File: src/include/tcb_defines.svh
`ifndef TCB_DEFINES_SVH
`define TCB_DEFINES_SVH
// Register word indexes and byte addresses (byte addresses are multiples of 4)
`define TCB_IDX_CMPB      8'h48
`define TCB_IDX_MASK      8'h6e
`define TCB_IDX_FLAG      8'h35
`define TCB_IDX_CTRL      8'h70
`define TCB_ADDR_CMPB     10'h120
`define TCB_ADDR_MASK     10'h1b8
`define TCB_ADDR_FLAG     10'h0d4
`define TCB_ADDR_CTRL     10'h1c0
// Field positions
`define TCB_BIT_CMPB      2
`define TCB_BIT_CMPA      1
`define TCB_BIT_OVF       0
`define TCB_CTRL_MODE_LSB 0
`define TCB_CTRL_GIE      2
// Reset values
`define TCB_RST_CMPB      8'h00
`define TCB_RST_MASK      3'h0
`define TCB_RST_FLAG      3'h0
`define TCB_RST_MODE      2'h0
`endif

File: src/include/tcb_pkg.sv
package tcb_pkg;
	// Counting modes of the timer
	typedef enum logic [1:0] {
		TCB_MODE_NORMAL = 2'h0,
		TCB_MODE_CTC    = 2'h1,
		TCB_MODE_FPWM   = 2'h3,
		TCB_MODE_PPWM   = 2'h2
	} tcb_mode_t;

	// Complete block state
	typedef struct packed {
		logic [7:0] cmp_active;
		logic [7:0] cmp_buffer;
		logic [2:0] mask;
		logic [2:0] flags;
		tcb_mode_t  mode;
		logic       gie;
		logic       wave;
		logic       irq;
		logic       waitreq;
		logic       rvalid;
		logic [31:0] rdata;
	} tcb_state_t;
endpackage

File: src/hw/tcb_compare_b.sv
// Decided for this implementation: register access over Avalon-MM.
`include "tcb_defines.svh"

module tcb_compare_b
	import tcb_pkg::*;
#(
	parameter int COUNT_W = 8
) (
	input  wire logic        clock,
	input  wire logic        rst_b,
	input  wire logic [9:0]  address,
	input  wire logic        read,
	input  wire logic        write,
	input  wire logic [31:0] writedata,
	input  wire logic [3:0]  byteenable,
	output logic [31:0]      readdata,
	output logic             readdatavalid,
	output logic             waitrequest,
	input  wire logic        count_step,
	input  wire logic [7:0]  timer_count,
	input  wire logic        count_top,
	input  wire logic        count_bottom,
	input  wire logic        compare_a_event,
	input  wire logic        overflow_event,
	output logic             waveform_out_b,
	output logic             irq
);

	// Only an eight-bit count is served
	if (COUNT_W != 8) begin : g_bad_width
		$error("tcb_compare_b serves only an 8-bit count");
	end

	tcb_state_t st;
	tcb_state_t next_st;

	// Double buffering is on in the PWM modes only
	function automatic logic is_pwm(input tcb_mode_t m);
		return (m == TCB_MODE_FPWM) || (m == TCB_MODE_PPWM);
	endfunction

	logic       buffered;
	logic       match_b;
	logic       access;
	logic       wr_go;
	logic       rd_go;
	logic       rd_start;
	logic [2:0] ev;
	logic [7:0] cmp_view;

	assign buffered = is_pwm(st.mode);
	assign match_b  = count_step && (timer_count == st.cmp_active);
	assign access   = (read || write) && st.waitreq;
	assign wr_go    = write && !st.waitreq && byteenable[0];
	assign rd_go    = read && !st.waitreq;
	// Read data are captured as waitrequest drops
	assign rd_start = read && st.waitreq;
	assign ev       = {match_b, compare_a_event, overflow_event};
	assign cmp_view = buffered ? st.cmp_buffer : st.cmp_active;

	// Next state
	always_comb begin
		next_st = st;
		next_st.rvalid = 1'b0;
		// One wait cycle, then the access completes
		next_st.waitreq = !access;
		if (!st.waitreq) begin
			next_st.waitreq = 1'b1;
		end
		if (buffered && (count_top || count_bottom)) begin
			next_st.cmp_active = st.cmp_buffer;
		end
		if (match_b) begin
			next_st.wave = !st.wave;
		end
		// flag clear by one, set wins
		if (wr_go && address == `TCB_ADDR_FLAG) begin
			next_st.flags = st.flags & ~writedata[2:0];
		end
		next_st.flags = next_st.flags | ev;
		if (wr_go) begin
			case (address)
				`TCB_ADDR_CMPB: begin
					if (buffered) begin
						next_st.cmp_buffer = writedata[7:0];
					end else begin
						next_st.cmp_active = writedata[7:0];
						next_st.cmp_buffer = writedata[7:0];
					end
				end
				`TCB_ADDR_MASK: next_st.mask = writedata[2:0];
				`TCB_ADDR_CTRL: begin
					next_st.mode =
						tcb_mode_t'(writedata[`TCB_CTRL_MODE_LSB +: 2]);
					next_st.gie  = writedata[`TCB_CTRL_GIE];
				end
				default: begin
				end
			endcase
		end
		// Read data stand while waitrequest is low
		if (rd_start) begin
			next_st.rvalid = 1'b1;
			case (address)
				`TCB_ADDR_CMPB: next_st.rdata = {24'h000000, cmp_view};
				`TCB_ADDR_MASK: next_st.rdata = {29'h0, st.mask};
				`TCB_ADDR_FLAG: next_st.rdata = {29'h0, st.flags};
				`TCB_ADDR_CTRL:
					next_st.rdata = {29'h0, st.gie, st.mode};
				default: next_st.rdata = 32'h00000000;
			endcase
		end
		next_st.irq = st.gie && |(next_st.flags & next_st.mask);
	end

	// State register
	always_ff @(posedge clock) begin
		if (!rst_b) begin
			st            <= '0;
			st.cmp_active <= `TCB_RST_CMPB;
			st.cmp_buffer <= `TCB_RST_CMPB;
			st.mask       <= `TCB_RST_MASK;
			st.flags      <= `TCB_RST_FLAG;
			st.mode       <= tcb_mode_t'(`TCB_RST_MODE);
			st.waitreq    <= 1'b1;
		end else begin
			st <= next_st;
		end
	end

	assign readdata      = st.rdata;
	assign readdatavalid = st.rvalid;
	assign waitrequest   = st.waitreq;
	assign waveform_out_b = st.wave;
	assign irq           = st.irq;

	// Assertions
	property p_match_flag;
		@(posedge clock) disable iff (!rst_b)
		match_b |=> st.flags[`TCB_BIT_CMPB];
	endproperty
	a_match_flag: assert property (p_match_flag)
		else $error("compare B match did not set flag");

	property p_match_wave;
		@(posedge clock) disable iff (!rst_b)
		match_b |=> (waveform_out_b != $past(waveform_out_b));
	endproperty
	a_match_wave: assert property (p_match_wave)
		else $error("waveform did not toggle on match");

	property p_direct;
		@(posedge clock) disable iff (!rst_b)
		(wr_go && address == `TCB_ADDR_CMPB && !buffered)
			|=> st.cmp_active == $past(writedata[7:0]);
	endproperty
	a_direct: assert property (p_direct)
		else $error("direct write did not reach active compare");

	property p_hold;
		@(posedge clock) disable iff (!rst_b)
		(buffered && !count_top && !count_bottom && !wr_go)
			|=> $stable(st.cmp_active);
	endproperty
	a_hold: assert property (p_hold)
		else $error("active compare changed off top or bottom");

	property p_load;
		@(posedge clock) disable iff (!rst_b)
		(buffered && count_top) |=> st.cmp_active == $past(st.cmp_buffer);
	endproperty
	a_load: assert property (p_load)
		else $error("buffer not loaded at top");

	property p_irq;
		@(posedge clock) disable iff (!rst_b)
		(st.gie && |(st.flags & st.mask)) |-> ##[0:1] irq;
	endproperty
	a_irq: assert property (p_irq)
		else $error("interrupt missing");

	property p_noirq;
		@(posedge clock) disable iff (!rst_b)
		irq |-> $past(st.gie);
	endproperty
	a_noirq: assert property (p_noirq)
		else $error("interrupt without global enable");

	property p_mask_rd;
		@(posedge clock) disable iff (!rst_b)
		(rd_go && address == `TCB_ADDR_MASK) |-> readdata[31:3] == 29'h0;
	endproperty
	a_mask_rd: assert property (p_mask_rd)
		else $error("reserved mask bits read nonzero");

	property p_wait;
		@(posedge clock) disable iff (!rst_b)
		(read && waitrequest) |-> ##[1:2] !waitrequest;
	endproperty
	a_wait: assert property (p_wait)
		else $error("bus access not answered");

	property p_flag_a;
		@(posedge clock) disable iff (!rst_b)
		compare_a_event |=> st.flags[`TCB_BIT_CMPA];
	endproperty
	a_flag_a: assert property (p_flag_a)
		else $error("compare A event did not set flag");

	property p_flag_ovf;
		@(posedge clock) disable iff (!rst_b)
		overflow_event |=> st.flags[`TCB_BIT_OVF];
	endproperty
	a_flag_ovf: assert property (p_flag_ovf)
		else $error("overflow event did not set flag");

	property p_flag_clr;
		@(posedge clock) disable iff (!rst_b)
		(wr_go && address == `TCB_ADDR_FLAG && ev == 3'h0)
			|=> (st.flags & $past(writedata[2:0])) == 3'h0;
	endproperty
	a_flag_clr: assert property (p_flag_clr)
		else $error("written one did not clear flag");

	property p_mask_wr;
		@(posedge clock) disable iff (!rst_b)
		(wr_go && address == `TCB_ADDR_MASK)
			|=> st.mask == $past(writedata[2:0]);
	endproperty
	a_mask_wr: assert property (p_mask_wr)
		else $error("mask write did not land");

	property p_buf_wr;
		@(posedge clock) disable iff (!rst_b)
		(wr_go && address == `TCB_ADDR_CMPB && buffered)
			|=> st.cmp_buffer == $past(writedata[7:0]);
	endproperty
	a_buf_wr: assert property (p_buf_wr)
		else $error("buffered write did not reach buffer");

	property p_no_load;
		@(posedge clock) disable iff (!rst_b)
		(!buffered && !wr_go) |=> $stable(st.cmp_active);
	endproperty
	a_no_load: assert property (p_no_load)
		else $error("active compare changed without write");

	property p_cmp_rd;
		@(posedge clock) disable iff (!rst_b)
		(rd_go && address == `TCB_ADDR_CMPB)
			|-> readdata[7:0] == $past(cmp_view);
	endproperty
	a_cmp_rd: assert property (p_cmp_rd)
		else $error("compare read shows wrong register");

	property p_rd_valid;
		@(posedge clock) disable iff (!rst_b)
		rd_go |-> readdatavalid;
	endproperty
	a_rd_valid: assert property (p_rd_valid)
		else $error("read data not valid while accepted");

	property p_quiet;
		@(posedge clock) disable iff (!rst_b)
		!count_step |=> $stable(waveform_out_b);
	endproperty
	a_quiet: assert property (p_quiet)
		else $error("waveform changed without count step");

	property p_irq_drop;
		@(posedge clock) disable iff (!rst_b)
		!(|(st.flags & st.mask)) |-> !irq;
	endproperty
	a_irq_drop: assert property (p_irq_drop)
		else $error("interrupt without enabled flag");

	property p_wait_one;
		@(posedge clock) disable iff (!rst_b)
		!waitrequest |=> waitrequest;
	endproperty
	a_wait_one: assert property (p_wait_one)
		else $error("waitrequest low for more than one cycle");

	c_match: cover property (@(posedge clock) disable iff (!rst_b) match_b);
	c_load: cover property (@(posedge clock) disable iff (!rst_b)
		buffered && count_bottom);
	c_irq: cover property (@(posedge clock) disable iff (!rst_b) irq);
	c_direct: cover property (@(posedge clock) disable iff (!rst_b)
		wr_go && address == `TCB_ADDR_CMPB && !buffered);
	c_clear: cover property (@(posedge clock) disable iff (!rst_b)
		wr_go && address == `TCB_ADDR_FLAG);
endmodule

File: config.mk
export PLATFORM = sky130hd
export DESIGN_NAME = tcb_compare_b
export DESIGN_NICKNAME = d
export VERILOG_FILES = /design/src/include/tcb_pkg.sv /design/src/hw/tcb_compare_b.sv
export VERILOG_INCLUDE_DIRS = /design/src /design/src/include
export SDC_FILE = /design/constraint.sdc
export NUM_CORES = 1
export LEC_CHECK = 0
export ABC_AREA = 1
export BUFFER_PORTS_ARGS = -buffer_cell sky130_fd_sc_hd__buf_2
export CELL_PAD_IN_SITES_DETAIL_PLACEMENT = 1
export CELL_PAD_IN_SITES_GLOBAL_PLACEMENT = 2
export CORE_MARGIN = 2
export CORE_UTILIZATION = 23
export CTS_CLUSTER_DIAMETER = 100
export DETAILED_ROUTE_END_ITERATION = 12
export GPL_ROUTABILITY_DRIVEN = 1
export PLACE_DENSITY_LB_ADDON = 0.1
export RECOVER_POWER = 50
export SETUP_SLACK_MARGIN = 0.15
export SLEW_MARGIN = 10
export SYNTH_ARGS = -nofsm -noshare
export SYNTH_HDL_FRONTEND = slang
export SYNTH_SLANG_ARGS = --single-unit
File: constraint.sdc
create_clock -name clock -period 1.8 [get_ports clock]
set_input_delay 0.36 -clock clock [delete_from_list [all_inputs] [get_ports clock]]
set_output_delay 0.36 -clock clock [all_outputs]
set_load 0.05 [all_outputs]
==> reports/qor.csv <==
metric;value;unit
leakage;1.15;nW
grt_overflow;0;
final_nets;446;
fmax;662;MHz
r2r-start;waitrequest$_SDFF_PN1_;
core_area;0.00920;mm^2
antenna_cells;0;
multi_input_area;0.00106;mm^2
die_width;101;um
min_to;waitrequest$_SDFF_PN1_;
clk_latency;0.30;ns
htree_levels;2;
crit_type;reg2out;
drc;0;
final_antenna_net_count;0;
crit_path_cell_trace;clkbuf_1;
maxSlewHeadroom;0.390;
clock_sinks;37;
critical_path_buf_inv_count;1;
syn_avg_cell_area;6.62;um^2
vias;2109;
netlist_area;0.00217;mm^2
routed_wl;6.37;mm
synth_most_common_cell;nand2_1;
ff2ff_setup_slack;0.38;ns
ys_top_cells_by_count;nand2_1 (69), inv_1 (43), dfxtp_1 (37);
worst_path_max_delay_cell;clkbuf_1;
first_pass_iters;4;
ys_types;26;
syn_to_final_growth;17.5;%
final-max-slew-violation-count;0;
ys_seq_elements;37;
yosys_warnings;0;
r2r_cells;9;
dieHeight;101;um
cts-hold-fix-buffers;0;
hold_viol_final;0;
crit_family;buffers and inverters;
grt_pass1_wl;10.2;mm
whs;0.278;ns
cap_violations;0;
setup_viol;0;
r2r_end;irq$_SDFF_PN0_;
peakVddDrop;214;uV
fillerInstances;1225;
clockBufferDepth;2;
worst_setup_path_start_kind;register;
path_clk_slew;0.08;ns
grt_pass1_vias;2029;
cp_data_arrival_time;1.15;ns
finalInstanceArea;0.00255;mm^2
routedWlPerCell;12.9;um
cts_tree;done;
cp.required;1.44;ns
cp_max_fo;4;
row_count;35;
grt_usage;0.130;
drt_iter0_drc;43;
antenna_found_initial;0;
regArea;741;um^2
power.density;671;mW/mm^2
status;finished clean;
end_kind;output pin;
cts_setup_buffers;0;
initial_core_util;0.236;
seq_area_frac_synth;0.341;
dp_hpwl;5.04;mm
portBuffers;47;
slowest_delay;0.48;ns
syn_inst;328;
min_from;read;
cts_root_buf;clkbuf_8;
ys_top_cells_by_area;dfxtp_1 (34%), nand2_1 (12%), buf_4 (11%);
gp_congestion;0.709;
finalClockSkew;0.00606;ns
period_share;0.839;
tns;0;ns
numCtsBuffers;5;
hold_path_class;in2reg;
yosys.area.top_type;dfxtp_1;
worst_pin_slew;0.916;ns
cts_resized;0;
async_flop_share;0;
synth.top_cell.area_share;0.341;
hold_depth;2;
post_dp_cell_area;0.00249;mm^2
final.min_clock_period;1.51;ns
synth_edf_count;0;
rsz0062_at_grt;false;
ioPinCount;99;
layout-drive-gt1-share;0.169;
vias_per_cell;4.26;
synth_flop_cell;dfxtp_1;
die_area;0.0102;mm^2
grt_max_degree;21;
through the flow:
| stage | setup WS [ns] | total power [W] | util | cells |
|---|---|---|---|---|
| 2_1_floorplan | 0.322 | 0.00107 | - | 351 |
| 3_3_place_gp | 0.0502 | 0.00112 | 0.270 | 487 |
| 3_5_place_dp | 0.0533 | 0.00113 | 0.270 | 487 |
| 4_1_cts | 0.339 | 0.00174 | 0.280 | 495 |
| 5_1_grt | 0.148 | 0.00180 | 0.277 | 495 |
| 6_report | 0.289 | 0.00171 | 0.277 | 495 |
flip-flops by register name, summed over array words and instances, names as in the netlist:
signal	count
irq	1
readdata	8
readdatavalid	1
st	25
waitrequest	1
waveform_out_b	1
cells by family (layout without fill, tap and decap cells):
family,Yosys count,count (layout),synth area share
AO/OA/AOI/OAI,67,67,0.165
buffers and inverters,86,119,0.209
XOR/XNOR,2,2,0.00807
AND/OR/NAND/NOR,135,135,0.276
other,1,24,0.00173
flip-flops,37,37,0.341
final cells by class:
cell class / count / share of cell area
Sequential cell: 37 / 0.290
Inverter: 46 / 0.0677
Multi-Input combinational cell: 228 / 0.416
Clock buffer: 5 / 0.0270
Tap cell: 111 / 0.0545
Timing Repair Buffer: 65 / 0.137
Clock inverter: 3 / 0.00687
worst max-delay path by stage:
stage / from / endpoint / slack (ns) / depth (start not counted)
global route: waitrequest$_SDFF_PN1_ / irq$_SDFF_PN0_ / 0.15 / 9
global placement: address[1] / st[54]$_SDFF_PN0_ / 0.05 / 8
finish: waitrequest$_SDFF_PN1_ / waitrequest / 0.29 / 1
floorplan: waitrequest$_SDFF_PN1_ / st[45]$_SDFFE_PN0P_ / 0.32 / 5
CTS: address[1] / st[53]$_SDFF_PN0_ / 0.34 / 8
detailed placement: address[1] / st[53]$_SDFF_PN0_ / 0.05 / 8
power breakdown:
group | internal (W) | switching (W) | total (W) | leakage (nW)
logic | 0.0000604 | 0.000214 | 0.000274 | 0.812
registers | 0.000824 | 0.00000383 | 0.000828 | 0.299
clock network | 0.000268 | 0.000341 | 0.000609 | 0.0439
total | 0.00115 | 0.000559 | 0.00171 | 1.15
worst reg2reg max path, cell delays in order (launching register included):
cell and delay [ns]:
dfxtp_1 0.34, nor2_1 0.27, buf_4 0.22, nand4_1 0.10, nand2_1 0.10, nand2_1 0.06, nand2_1 0.07, nand3_1 0.08
nand2_1 0.06, inv_1 0.03
cells in the final DEF (no fill, tap or decap):
cell	netlist	final
nand2_1	69	69
clkinvlp_4	0	1
clkinv_1	1	1
a21oi_1	21	21
nand3_1	19	19
buf_4	32	17
nor3_4	1	1
o21ai_0	36	36
nand4_1	11	11
o21ai_1	1	1
conb_1	1	24
nand3_2	2	2
nor3_1	4	4
dfxtp_1	37	37
buf_2	2	34
clkinv_2	0	2
o211ai_1	1	1
inv_1	43	43
nor2_4	1	1
xor2_1	2	2
inv_2	2	2
a211oi_1	7	7
clkbuf_1	4	14
nor2_1	27	28
a21boi_0	1	1
clkbuf_8	0	5
metal layers:
layer | vias up | part of all wire | track usage
li1 | 1113 | - | -
met1 | 937 | 0.51 | 0.178
met2 | 53 | 0.44 | 0.209
met3 | 6 | 0.038 | 0.0221
met4 | 0 | 0.014 | 0.0405
met5 | - | 0 | 0
Power figures use the tool's default switching activity.
